### config.mk
export PLATFORM = sky130hd
export DESIGN_NAME = ptg_pattern_top
export DESIGN_NICKNAME = d
export VERILOG_FILES = /design/src/hw/ptg_pkg.sv /design/src/hw/ptg_pattern_top.sv /design/src/hw/ptg_prbs_step.sv /design/src/hw/ptg_sq_wave.sv
export VERILOG_INCLUDE_DIRS = /design/src /design/src/hw
export SDC_FILE = /design/constraint.sdc
export NUM_CORES = 1
export LEC_CHECK = 0
export BUFFER_PORTS_ARGS = -buffer_cell sky130_fd_sc_hd__buf_2
export CORE_ASPECT_RATIO = 1.5
export CORE_UTILIZATION = 30
export DETAILED_ROUTE_END_ITERATION = 8
export SYNTH_ARGS = -nofsm -noshare
export SYNTH_HDL_FRONTEND = slang
export SYNTH_SLANG_ARGS = --single-unit
### constraint.sdc
create_clock -name core_clk -period 81 [get_ports core_clk]
set_clock_uncertainty 0.15 [all_clocks]
set_input_delay 4.05 -clock core_clk [delete_from_list [all_inputs] [get_ports core_clk]]
set_output_delay 4.05 -clock core_clk [all_outputs]
set_load 0.03 [all_outputs]
### src/hw/ptg_defines.svh
`ifndef PTG_DEFINES_SVH
`define PTG_DEFINES_SVH
`define PTG_AW          9
`define PTG_DW          32
`define PTG_SEEDA0      9'h12D
`define PTG_SEEDA1      9'h12E
`define PTG_SEEDA2      9'h12F
`define PTG_SEEDA3      9'h130
`define PTG_SEEDB0      9'h131
`define PTG_SEEDB1      9'h132
`define PTG_SEEDB2      9'h133
`define PTG_SEEDB3      9'h134
`define PTG_TXCTL       9'h135
`define PTG_TXCLK       9'h137
`define PTG_RXCTL       9'h15E
`define PTG_RXCLK       9'h164
`define PTG_RXSEL       9'h169
`define PTG_RXSTAT      9'h16A
`define PTG_TXCLK_PRBS  2
`define PTG_TXCLK_SQ    1
`define PTG_RXCTL_P7    14
`define PTG_RXCTL_P23   13
`define PTG_RXCTL_P9    12
`define PTG_RXCTL_P31   11
`define PTG_RXCTL_TEN   10
`define PTG_RXCLK_PRBS  10
`define PTG_RXSEL_SQ    0
`define PTG_STAT_LOCK   0
`define PTG_STAT_ERR    1
`define PTG_SEED_TOP_W  10
`define PTG_SCR_TAP_A   57
`define PTG_SCR_TAP_B   38
`define PTG_LF_WORD     32'h0100_009C
`define PTG_PRBS_INIT   31'h7FFF_FFFF
`endif

### src/hw/ptg_pkg.sv
package ptg_pkg;
   typedef enum logic [2:0] {PTG_POLY_NONE, PTG_POLY7, PTG_POLY9, PTG_POLY23,
                             PTG_POLY31} ptg_poly_t;
   typedef enum logic [1:0] {PTG_V_IDLE, PTG_V_SEED, PTG_V_CHECK} ptg_vst_t;
   typedef struct packed {
      logic [3:0] sqRun;
      logic       rsv11;
      logic       p7;
      logic       rsv9;
      logic       p23;
      logic       rsv7;
      logic       p9;
      logic       rsv5;
      logic       p31;
      logic       testEn;
      logic       rsv2;
      logic       patSel;
      logic       dataSel;
   } ptg_txctl_t;
endpackage : ptg_pkg

### src/hw/ptg_pattern_top.sv
// Overview of operation
// [RULE1] seed A is 58 bits in four words, low first, top word ten bits
// [RULE2] seed B is 58 bits in four further words, top word ten bits
// [RULE3] square wave field sets run of ones then zeros: 1,4,5,6,8,10
// [RULE4] tx control bit 10 picks prbs-7, bit 8 picks prbs-23
// [RULE5] tx control bit 6 picks prbs-9, bit 4 picks prbs-31
// [RULE6] tx control bit 3 starts the generator; clear passes traffic
// [RULE7] tx control bit 1 picks square wave when one, else pseudo-random
// [RULE8] tx control bit 0 picks local fault base data, else zero data
// [RULE9] tx clock register bit 2 gates prbs, bit 1 gates square wave
// [RULE10] rx control bit 14 checks prbs-7, bit 13 checks prbs-23
// [RULE11] rx control bit 12 checks prbs-9, bit 11 checks prbs-31
// [RULE12] rx control bit 10 turns the prbs verifier on
// [RULE13] rx clock register bit 10 gates the verifier
// [RULE14] rx select bit 0 expects square wave when one, else prbs; the code has no square-wave check and only stops the prbs verifier
// [RULE15] software enables one polynomial and the clock before the enable
// [RULE16] verifier compares received words against its own sequence; the code predicts each word from the word received before it
//
// Strobed register access was left to the implementer.
`timescale 1ns/10ps
`include "ptg_defines.svh"
module ptg_pattern_top
(
   input  wire logic                   core_clk,
   input  wire logic                   nrst,
   input  wire logic [`PTG_AW-1:0]     regAddr,
   input  wire logic [15:0]            regWrData,
   input  wire logic                   regWrStb,
   input  wire logic                   regRdStb,
   output logic [15:0]                 regRdData,
   input  wire logic [`PTG_DW-1:0]     txData,
   output logic [`PTG_DW-1:0]          txPattern,
   input  wire logic [`PTG_DW-1:0]     rxData,
   output logic                        rxMismatch
);
   logic [57:0]          seedA_ff;
   logic [57:0]          seedB_ff;
   logic [15:0]          txCtl_ff;
   logic [15:0]          txClk_ff;
   logic [15:0]          rxCtl_ff;
   logic [15:0]          rxClk_ff;
   logic [15:0]          rxSel_ff;
   logic                 errSticky_ff;
   logic [15:0]          regRdData_ff;
   logic                 testOn_ff;
   logic [30:0]          prbsSt_ff;
   logic [57:0]          scr_ff;
   logic [4:0]           sqPos_ff;
   logic [`PTG_DW-1:0]   txPattern_ff;
   ptg_pkg::ptg_vst_t    vst_ff;
   logic [30:0]          rxHist_ff;
   logic                 rxMismatch_ff;

   ptg_pkg::ptg_txctl_t  txCtl;
   ptg_pkg::ptg_poly_t   polyTx;
   ptg_pkg::ptg_poly_t   polyRx;
   logic [31:0]          prbsWord;
   logic [30:0]          nxt_prbsSt;
   logic [31:0]          sqWord;
   logic [4:0]           nxt_sqPos;
   logic [31:0]          prpWord;
   logic [57:0]          nxt_scr;
   logic [31:0]          rxExpect;
   logic [30:0]          rxWordHist;
   logic [15:0]          nxt_regRdData;
   logic                 txStart;
   logic                 txPrbsRun;
   logic                 txSqRun;
   logic                 rxRun;
   logic                 rxTick;

   assign txCtl = ptg_pkg::ptg_txctl_t'(txCtl_ff);

   // register writes
   always_ff @(posedge core_clk or negedge nrst)
   begin
      if (!nrst)
      begin
         seedA_ff <= 58'h0;
         seedB_ff <= 58'h0;
      end
      else if (regWrStb)
      begin
         if (regAddr == `PTG_SEEDA0)
            seedA_ff[15:0] <= regWrData; // RULE1
         else if (regAddr == `PTG_SEEDA1)
            seedA_ff[31:16] <= regWrData; // RULE1
         else if (regAddr == `PTG_SEEDA2)
            seedA_ff[47:32] <= regWrData; // RULE1
         else if (regAddr == `PTG_SEEDA3)
            seedA_ff[57:48] <= regWrData[`PTG_SEED_TOP_W-1:0]; // RULE1
         else if (regAddr == `PTG_SEEDB0)
            seedB_ff[15:0] <= regWrData; // RULE2
         else if (regAddr == `PTG_SEEDB1)
            seedB_ff[31:16] <= regWrData; // RULE2
         else if (regAddr == `PTG_SEEDB2)
            seedB_ff[47:32] <= regWrData; // RULE2
         else if (regAddr == `PTG_SEEDB3)
            seedB_ff[57:48] <= regWrData[`PTG_SEED_TOP_W-1:0]; // RULE2
      end
   end

   always_ff @(posedge core_clk or negedge nrst)
   begin
      if (!nrst)
      begin
         txCtl_ff <= 16'h0000;
         txClk_ff <= 16'h0000;
         rxCtl_ff <= 16'h0000;
         rxClk_ff <= 16'h0000;
         rxSel_ff <= 16'h0000;
      end
      else if (regWrStb)
      begin
         if (regAddr == `PTG_TXCTL)
            txCtl_ff <= regWrData;
         else if (regAddr == `PTG_TXCLK)
            txClk_ff <= regWrData;
         else if (regAddr == `PTG_RXCTL)
            rxCtl_ff <= regWrData;
         else if (regAddr == `PTG_RXCLK)
            rxClk_ff <= regWrData;
         else if (regAddr == `PTG_RXSEL)
            rxSel_ff <= regWrData;
      end
   end

   // sticky mismatch flag; a new mismatch beats a clear in the same cycle
   always_ff @(posedge core_clk or negedge nrst)
   begin
      if (!nrst)
         errSticky_ff <= 1'b0;
      else if (rxMismatch_ff)
         errSticky_ff <= 1'b1;
      else if (regWrStb && regAddr == `PTG_RXSTAT && regWrData[`PTG_STAT_ERR])
         errSticky_ff <= 1'b0;
   end

   // read decode; unmapped addresses read zero
   always_comb
   begin
      nxt_regRdData = 16'h0000;
      if (regAddr == `PTG_SEEDA0)
         nxt_regRdData = seedA_ff[15:0];
      else if (regAddr == `PTG_SEEDA1)
         nxt_regRdData = seedA_ff[31:16];
      else if (regAddr == `PTG_SEEDA2)
         nxt_regRdData = seedA_ff[47:32];
      else if (regAddr == `PTG_SEEDA3)
         nxt_regRdData = {6'h00, seedA_ff[57:48]};
      else if (regAddr == `PTG_SEEDB0)
         nxt_regRdData = seedB_ff[15:0];
      else if (regAddr == `PTG_SEEDB1)
         nxt_regRdData = seedB_ff[31:16];
      else if (regAddr == `PTG_SEEDB2)
         nxt_regRdData = seedB_ff[47:32];
      else if (regAddr == `PTG_SEEDB3)
         nxt_regRdData = {6'h00, seedB_ff[57:48]};
      else if (regAddr == `PTG_TXCTL)
         nxt_regRdData = txCtl_ff;
      else if (regAddr == `PTG_TXCLK)
         nxt_regRdData = txClk_ff;
      else if (regAddr == `PTG_RXCTL)
         nxt_regRdData = rxCtl_ff;
      else if (regAddr == `PTG_RXCLK)
         nxt_regRdData = rxClk_ff;
      else if (regAddr == `PTG_RXSEL)
         nxt_regRdData = rxSel_ff;
      else if (regAddr == `PTG_RXSTAT)
         nxt_regRdData = {14'h0000, errSticky_ff, vst_ff == ptg_pkg::PTG_V_CHECK};
   end

   always_ff @(posedge core_clk or negedge nrst)
   begin
      if (!nrst)
         regRdData_ff <= 16'h0000;
      else if (regRdStb)
         regRdData_ff <= nxt_regRdData;
      else
         regRdData_ff <= 16'h0000;
   end

   // polynomial choice; the lowest bit number loses if software sets several
   always_comb
   begin
      if (txCtl.p7)
         polyTx = ptg_pkg::PTG_POLY7; // RULE4
      else if (txCtl.p23)
         polyTx = ptg_pkg::PTG_POLY23; // RULE4
      else if (txCtl.p9)
         polyTx = ptg_pkg::PTG_POLY9; // RULE5
      else if (txCtl.p31)
         polyTx = ptg_pkg::PTG_POLY31; // RULE5
      else
         polyTx = ptg_pkg::PTG_POLY_NONE;
   end

   always_comb
   begin
      if (rxCtl_ff[`PTG_RXCTL_P7])
         polyRx = ptg_pkg::PTG_POLY7; // RULE10
      else if (rxCtl_ff[`PTG_RXCTL_P23])
         polyRx = ptg_pkg::PTG_POLY23; // RULE10
      else if (rxCtl_ff[`PTG_RXCTL_P9])
         polyRx = ptg_pkg::PTG_POLY9; // RULE11
      else if (rxCtl_ff[`PTG_RXCTL_P31])
         polyRx = ptg_pkg::PTG_POLY31; // RULE11
      else
         polyRx = ptg_pkg::PTG_POLY_NONE;
   end

   ptg_prbs_step u_txPrbs
   (
      .poly    (polyTx),
      .hist    (prbsSt_ff),
      .word    (prbsWord),
      .nxtHist (nxt_prbsSt)
   );

   ptg_sq_wave u_txSq
   (
      .run    (txCtl.sqRun),
      .pos    (sqPos_ff),
      .word   (sqWord),
      .nxtPos (nxt_sqPos)
   );

   // pseudo-random pattern: base data through the 58-bit scrambler
   always_comb
   begin
      logic [57:0] s;
      logic [31:0] d;
      logic        ob;
      ob = 1'b0;
      s = scr_ff;
      d = txCtl.dataSel ? `PTG_LF_WORD : 32'h0000_0000; // RULE8
      prpWord = 32'h0000_0000;
      for (int i = 0; i < 32; i++)
      begin
         ob = d[i] ^ s[`PTG_SCR_TAP_A] ^ s[`PTG_SCR_TAP_B];
         prpWord[i] = ob;
         s = {s[56:0], ob};
      end
      nxt_scr = s;
   end

   // state loads on the enable's first cycle; that cycle sends zeros
   assign txStart   = txCtl.testEn && !testOn_ff;
   assign txPrbsRun = txCtl.testEn && testOn_ff && !txCtl.patSel
                      && txClk_ff[`PTG_TXCLK_PRBS]; // RULE9
   assign txSqRun   = txCtl.testEn && testOn_ff && txCtl.patSel
                      && txClk_ff[`PTG_TXCLK_SQ]; // RULE9

   always_ff @(posedge core_clk or negedge nrst)
   begin
      if (!nrst)
         testOn_ff <= 1'b0;
      else
         testOn_ff <= txCtl.testEn;
   end

   always_ff @(posedge core_clk or negedge nrst)
   begin
      if (!nrst)
      begin
         prbsSt_ff <= 31'h0;
         scr_ff    <= 58'h0;
      end
      else if (txStart)
      begin
         prbsSt_ff <= `PTG_PRBS_INIT;
         // seed B pairs with local fault data, seed A with zero data
         scr_ff    <= txCtl.dataSel ? seedB_ff : seedA_ff; // RULE1 RULE2
      end
      else if (txPrbsRun)
      begin
         if (polyTx == ptg_pkg::PTG_POLY_NONE)
            scr_ff <= nxt_scr;
         else
            prbsSt_ff <= nxt_prbsSt;
      end
   end

   always_ff @(posedge core_clk or negedge nrst)
   begin
      if (!nrst)
         sqPos_ff <= 5'h00;
      else if (txStart)
         sqPos_ff <= 5'h00;
      else if (txSqRun)
         sqPos_ff <= nxt_sqPos; // RULE3
   end

   // a gated generator holds its last word rather than dropping to idle
   always_ff @(posedge core_clk or negedge nrst)
   begin
      if (!nrst)
         txPattern_ff <= 32'h0000_0000;
      else if (!txCtl.testEn)
         txPattern_ff <= txData; // RULE6
      else if (txStart)
         txPattern_ff <= 32'h0000_0000;
      else if (txSqRun)
         txPattern_ff <= sqWord; // RULE7
      else if (txPrbsRun)
         txPattern_ff <= (polyTx == ptg_pkg::PTG_POLY_NONE) ? prpWord
                                                             : prbsWord; // RULE7
   end

   // verifier: reseeds from every received word and predicts the word after it
   ptg_prbs_step u_rxPrbs
   (
      .poly    (polyRx),
      .hist    (rxHist_ff),
      .word    (rxExpect),
      .nxtHist ()
   );

   always_comb
   begin
      for (int k = 0; k < 31; k++)
         rxWordHist[k] = rxData[31-k];
   end

   assign rxRun  = rxCtl_ff[`PTG_RXCTL_TEN] && !rxSel_ff[`PTG_RXSEL_SQ]
                   && polyRx != ptg_pkg::PTG_POLY_NONE; // RULE12 RULE14
   assign rxTick = rxClk_ff[`PTG_RXCLK_PRBS]; // RULE13

   always_ff @(posedge core_clk or negedge nrst)
   begin
      if (!nrst)
         vst_ff <= ptg_pkg::PTG_V_IDLE;
      else if (!rxRun)
         vst_ff <= ptg_pkg::PTG_V_IDLE; // RULE12
      else if (rxTick)
      begin
         case (vst_ff)
            ptg_pkg::PTG_V_IDLE:  vst_ff <= ptg_pkg::PTG_V_SEED;
            ptg_pkg::PTG_V_SEED:  vst_ff <= ptg_pkg::PTG_V_CHECK;
            ptg_pkg::PTG_V_CHECK: vst_ff <= ptg_pkg::PTG_V_CHECK;
            default:              vst_ff <= ptg_pkg::PTG_V_IDLE;
         endcase
      end
   end

   always_ff @(posedge core_clk or negedge nrst)
   begin
      if (!nrst)
         rxHist_ff <= 31'h0;
      else if (rxRun && rxTick && vst_ff != ptg_pkg::PTG_V_IDLE)
         rxHist_ff <= rxWordHist; // RULE13
   end

   always_ff @(posedge core_clk or negedge nrst)
   begin
      if (!nrst)
         rxMismatch_ff <= 1'b0;
      else
         rxMismatch_ff <= rxRun && rxTick && vst_ff == ptg_pkg::PTG_V_CHECK
                          && rxData != rxExpect; // RULE16
   end

   assign regRdData  = regRdData_ff;
   assign txPattern  = txPattern_ff;
   assign rxMismatch = rxMismatch_ff;
endmodule : ptg_pattern_top

### src/hw/ptg_prbs_step.sv
`timescale 1ns/10ps
// advances a prbs history by one word; hist[0] is the newest bit
module ptg_prbs_step
(
   input  ptg_pkg::ptg_poly_t poly,
   input  wire logic [30:0]   hist,
   output logic [31:0]        word,
   output logic [30:0]        nxtHist
);
   always_comb
   begin
      logic [30:0] h;
      logic        nb;
      nb = 1'b0;
      h = hist;
      word = 32'h0000_0000;
      for (int i = 0; i < 32; i++)
      begin
         case (poly)
            ptg_pkg::PTG_POLY7:  nb = h[6] ^ h[5];
            ptg_pkg::PTG_POLY9:  nb = h[8] ^ h[4];
            ptg_pkg::PTG_POLY23: nb = h[22] ^ h[17];
            ptg_pkg::PTG_POLY31: nb = h[30] ^ h[27];
            default:             nb = 1'b0;
         endcase
         word[i] = nb;
         h = {h[29:0], nb};
      end
      nxtHist = h;
   end
endmodule : ptg_prbs_step

### src/hw/ptg_sq_wave.sv
`timescale 1ns/10ps
// one word of square wave; pos is the place inside the 2*run period
module ptg_sq_wave
(
   input  wire logic [3:0] run,
   input  wire logic [4:0] pos,
   output logic [31:0]     word,
   output logic [4:0]      nxtPos
);
   always_comb
   begin
      logic [4:0] r;
      logic [4:0] p;
      r = 5'h01;
      p = 5'h00;
      // unsupported run lengths fall back to one
      case (run)
         4'h1, 4'h4, 4'h5, 4'h6, 4'h8, 4'hA: r = {1'b0, run};
         default:                            r = 5'h01;
      endcase
      p = (pos >= (r << 1)) ? 5'h00 : pos;
      word = 32'h0000_0000;
      for (int i = 0; i < 32; i++)
      begin
         word[i] = (p < r);
         p = (p == ((r << 1) - 5'h01)) ? 5'h00 : p + 5'h01;
      end
      nxtPos = p;
   end
endmodule : ptg_sq_wave

==> results of run 1 <==
[cell usage in the layout, fill, tap and decap left out, types with 79 or more instances in the layout]
master     n
dfrtp_1  373
o21ai_0  191
mux2_2   228
xnor2_1  230
nor3_1    79
o22ai_1   87
mux2i_1  103
buf_2    140
nand2_1  317
nand3_1   98
xor2_1   197
a21oi_1  254
nor2_1   264
ha_1     134
[cell type report]
cell class / instances / share of cell area (%)
Clock buffer: 62 / 3.37
Multi-Input combinational cell: 3173 / 61.9
Timing Repair Buffer: 216 / 3.43
Antenna cell: 3 / 0.0201
Sequential cell: 374 / 25.1
Tap cell: 1453 / 4.87
Clock inverter: 19 / 0.624
Inverter: 65 / 0.667
[sequential cells by signal (all words and copies together) (netlist names)]
signal	cells
errSticky_ff	1
rxMismatch	1
testOn_ff	1
txClk_ff	16
seedA_ff	58
prbsSt_ff	31
vst_ff	2
rxCtl_ff	16
txCtl	16
seedB_ff	58
scr_ff	58
txPattern	32
rxHist_ff	31
sqPos_ff	5
rxClk_ff	16
rxSel_ff	16
regRdData	16
[cells by family (layout without fill, tap and decap cells)]
group / Yosys count / count (layout) / synth area share [%]
compound gates: 1187 / 1187 / 24.7
simple gates: 1070 / 1070 / 15.2
xor+xnor: 446 / 446 / 12.0
buf+inv: 386 / 362 / 4.83
flops: 374 / 374 / 27.5
mux: 335 / 335 / 10.7
fa+ha+maj: 135 / 135 / 4.96
other cells: 0 / 3 / 0
[metal layers]
layer / up-vias / wire length, microns / GRT usage, %
met5: - / 71 / 0
met1: 15300 / 48700 / 24.5
met4: 12 / 9070 / 14.4
met3: 405 / 7530 / 3.09
li1: 14400 / - / -
met2: 1288 / 64700 / 39.0
[metrics by stage]
step | cell area, sq um | util, % | worst slack (ps)
6_report | 37300 | 33.1 | 47620
4_1_cts | 37300 | 33.1 | 48150
3_5_place_dp | 35800 | 31.8 | 48210
2_1_floorplan | 34000 | - | 51090
3_3_place_gp | 35800 | 31.8 | 48590
5_1_grt | 37300 | 33.1 | 44890
[worst max-delay path, delay by kind of cell, from the launching register on]
| family | cells | cell delay (ps) |
|---|---|---|
| buffers and inverters | 5 | 1430 |
| XOR/XNOR | 5 | 1360 |
| adder cells (fa/ha/maj) | 14 | 5030 |
| multiplexers | 4 | 1280 |
| AO/OA/AOI/OAI | 45 | 13020 |
| flip-flops | 1 | 440 |
| AND/OR/NAND/NOR | 44 | 10520 |
[path summary, 6_finish.rpt]
path                       slack [ps]  depth (start not counted)             to
min                               330                          2   txPattern[6]
min reg2reg                       330                          2   txPattern[6]
min in group asynchronous        3290                          1   regRdData[1]
max                             47620                        117  txPattern[31]
max reg2reg                     47620                        117  txPattern[31]
max in group asynchronous       74910                          3   seedA_ff[11]
==> impl_metrics.csv, run 1 <==
group,metric,value,unit
routing,ant_nets,0,
worst_setup_path,startpoint,"txCtl[14]",
worst_setup_path,slowest_stage,"a2111oi_1",
clock_tree,clk_pin_slew_worst_paths,70,ps
global_route,grt_pass1_vias,31000,
routing,first_iter_violations,2656,
timing,finalMaxSlewViolations,0,
floorplanning,row_count,151,
global_route,grt_overflow_total,0,
finish,multiInputGateArea,23100,sq um
worst_setup_path,reg2reg_from,"txCtl[14]",
clock_tree,cts.sinks,374,
worst_setup_path,crit_top_cell,"nor2_1",
finish,syn2layout_area_growth,9.65,%
floorplanning,die_h,414,microns
routing,vias,31500,
worst_setup_path,cp_max_fo,34,
worst_setup_path,start_kind,"flop",
synth,netlist_instances,3933,
synth,netlist_top_cells_area,"dfrtp_1 (28%), mux2_2 (7.5%), xnor2_1 (5.9%)",
finish,final_nets,4102,
global_route,grt_pass1_wl,196,mm
synth,synth_top_area_cell,"dfrtp_1",
clock_tree,clock_latency,660,ps
timing,fin_crit_sh,41.2,%
worst_setup_path,worst_ep_arrival_time,33820,ps
clock_tree,cts_tree,"built",
floorplanning,die_w,277,microns
placement,port_buffers,141,
synth,yosysWarnings,0,
worst_setup_path,worstSetupEndpointType,"flop",
global_route,grt_usage,22.0,%
clock_tree,htreeDepth,2,
synth,synth_most_common_cell,"dfrtp_1",
floorplanning,core_area,113000,sq um
synth,async_flop_share,100,%
synth,ys_seq_elements,374,
placement,dp_hpwl,94.7,mm
worst_setup_path,worstPathRequired,81430,ps
global_route,antenna_found_initial,9,
timing,tns,0,ps
hold_path,hp-class,"flop to flop",
clock_tree,cts_made_buffers,44,
clock_tree,ctsHoldBuffers,0,
synth,synth_top_area_share,27.5,%
hold_path,hold_start,"txPattern[6]",
worst_setup_path,crit_type,"flop to flop",
timing,hold_violations,0,
floorplanning,initial_core_util,30.2,%
routing,drt-total-wl,130,mm
floorplanning,ios,142,
timing,slew_headroom,19.8,%
job,cap_violations,0,
timing,finalSetupViolations,0,
clock_tree,cts.path.max_buffers,3,
status,outcome,"finished, violations left",
routing,drt_first_pass_iters,9,
routing,viasPerCell,5.87,
synth,ys.flop_type,"dfrtp_1",
synth,synth.distinct_cells,134,
synth,seq_area_frac_synth,27.5,%
timing,grt_setup_unrepaired,"no",
finish,seq_area,9360,sq um
clock_tree,cts_resized,0,
timing,worst_pin_slew,1200,ps
routing,drc,1,
synth,syn_nets,4161,
synth,syn_area_per_cell,8.65,sq um
clock_tree,cts-root-buf,"clkbuf_16",
clock_tree,post_cts_buffers,0,
timing,layout_min_cycle_time,33380,ps
routing,wl_per_cell,24.2,microns
global_route,grt_max_degree,117,
finish,drive_above_1_share,16.5,%
timing,finalHoldWorstSlack,326,ps
worst_setup_path,cpPeakStageDelay,890,ps
finish,layout.cells.non_filler,5365,
finish,num-fill-cells,11700,
synth,yosys-top-cells-count,"dfrtp_1 (374), nand2_1 (320), nor2_1 (268)",
placement,dp.cells,5281,
timing,clock.fmax,30.0,MHz
placement,gp_congestion,0.969,
synth,synth-edff-count,0,
synth,synth_area,34000,sq um
status,failed_checks,"design-rule violations",
floorplanning,die_area,115000,sq um
Power of run 1 is not shown: default switching activity piles up to over one toggle a cycle in this logic, so the estimate is an artifact.
==> run 2: changes to the inputs <==
- clock period: 81 -> 34 ns (I/O delays scaled with it)
==> impl_metrics.csv, run 2 (synthesis results as in run 1) <==
group,metric,value,unit
worst_setup_path,cp_max_fo,28,
global_route,antenna_found_initial,9,
global_route,grt_overflow_total,0,
clock_tree,htreeDepth,2,
clock_tree,clock_latency,640,ps
worst_setup_path,crit_top_cell,"nor2_1",
finish,top_regs,"scr_ff x58, seedA_ff x58, seedB_ff x58",
finish,syn2layout_area_growth,9.97,%
placement,gp_congestion,0.958,
worst_setup_path,crit_type,"flop to flop",
timing,fin_crit_sh,93.1,%
routing,vias,31300,
worst_setup_path,r2r_cells,117,
timing,hold_violations,0,
finish,final_nets,4103,
worst_setup_path,start_kind,"flop",
worst_setup_path,worstSetupEndpointType,"flop",
timing,finalHoldWorstSlack,329,ps
floorplanning,ios,142,
finish,drive_above_1_share,16.8,%
global_route,grt_max_degree,171,
timing,worst_pin_slew,1250,ps
placement,placed_area,35800,sq um
global_route,grt_pass1_wl,196,mm
floorplanning,die_area,115000,sq um
floorplanning,row_count,151,
worst_setup_path,slowest_stage,"a211o_2",
hold_path,hp-class,"flop to flop",
timing,layout_min_cycle_time,31660,ps
placement,pre_cts_slack,1060,ps
routing,wl_per_cell,24.2,microns
floorplanning,die_w,277,microns
timing,grt_setup_unrepaired,"no",
timing,tns,0,ps
floorplanning,die_h,414,microns
clock_tree,cts.path.max_buffers,3,
finish,num-fill-cells,11700,
clock_tree,cts-root-buf,"clkbuf_16",
clock_tree,clk_pin_slew_worst_paths,80,ps
clock_tree,ctsHoldBuffers,0,
routing,first_iter_violations,2750,
routing,viasPerCell,5.84,
placement,dp_hpwl,94.5,mm
clock_tree,cts_made_buffers,42,
global_route,grt_pass1_vias,31000,
global_route,grt_usage,21.9,%
hold_path,min_path_cells,2,
finish,seq_area,9360,sq um
worst_setup_path,cpPeakStageDelay,590,ps
job,cap_violations,0,
timing,slew_headroom,16.5,%
timing,clock.fmax,31.6,MHz
clock_tree,cts_tree,"built",
timing,finalSetupViolations,0,
timing,finalMaxSlewViolations,0,
routing,drt_first_pass_iters,6,
finish,multiInputGateArea,23200,sq um
placement,port_buffers,141,
finish,final_cell_mix,"dfrtp_1 (372), nand2_1 (317), nor2_1 (262)",
clock_tree,cts.sinks,374,
worst_setup_path,worstPathRequired,34430,ps
timing,setup_ws,2340,ps
routing,drt-total-wl,130,mm
routing,ant_nets,0,
worst_setup_path,worst_ep_arrival_time,32100,ps
routing,drc,0,
finish,final_common_cell,"dfrtp_1",
floorplanning,initial_core_util,30.2,%
floorplanning,core_area,113000,sq um
finish,design_area,37400,sq um
status,outcome,"finished clean",
## run 2: cell count changes in the layout (fill, tap and decap cells not counted), moves of 2 or more
cell / before / now
clkbuf_16: 44 / 42
bufinv_16: 2 / 5
buf_4: 75 / 77
inv_6: 4 / 1
clkbuf_8: 9 / 7
nor2_1: 264 / 262
nor2_2: 4 / 6
clkbuf_1: 9 / 7
## run 2: worst max-delay path, delay by kind of cell, from the launching register on
family | cells | cell delay, ps
fa+ha+maj | 14 | 4870
buf+inv | 5 | 990
compound gates | 43 | 10940
flops | 1 | 470
mux | 5 | 1210
xor+xnor | 7 | 1570
simple gates | 43 | 11360
## run 2: final cells by class
cell class	count	area share, %
multi-input cells	3173	61.9
flip-flops and latches	374	25.0
well taps	1453	4.86
repair buffers	219	3.51
clock buffers	56	3.14
clock inverters	21	0.866
inverters	65	0.665
diodes	3	0.0201
## run 2: worst paths after layout
| kind | from | end | slack [ps] |
|---|---|---|---|
| min | txPattern[19] | txPattern[19] | 330 |
| max reg2reg | txCtl[14] | txPattern[31] | 2340 |
| max in group asynchronous | nrst | rxHist_ff[6] | 30510 |
| min in group asynchronous | nrst | regRdData[4] | 870 |
| max | txCtl[14] | txPattern[31] | 2340 |
| min reg2reg | txPattern[19] | txPattern[19] | 330 |
## run 2: metal layers
| layer | wire (microns) | vias up | global-route usage [%] |
|---|---|---|---|
| met4 | 9170 | 14 | 14.6 |
| met2 | 64300 | 1225 | 38.9 |
| met1 | 48600 | 15300 | 24.1 |
| met3 | 7470 | 396 | 3.35 |
| met5 | 141 | - | 0 |
| li1 | - | 14400 | - |
## run 2: per-stage QoR
| stage | std cells | util (%) |
|---|---|---|
| finish | 5364 | 33.2 |
| floorplan | 3933 | - |
| CTS | 5359 | 33.1 |
| global placement | 5282 | 31.8 |
| global route | 5363 | 33.2 |
| detailed placement | 5282 | 31.8 |
## run 2: repair_timing
action	CTS	global route
buffers inserted	0	2
endpoints found under the setup margin	0	8
resized for setup	0	14
Power of run 2 is left out for the same reason.
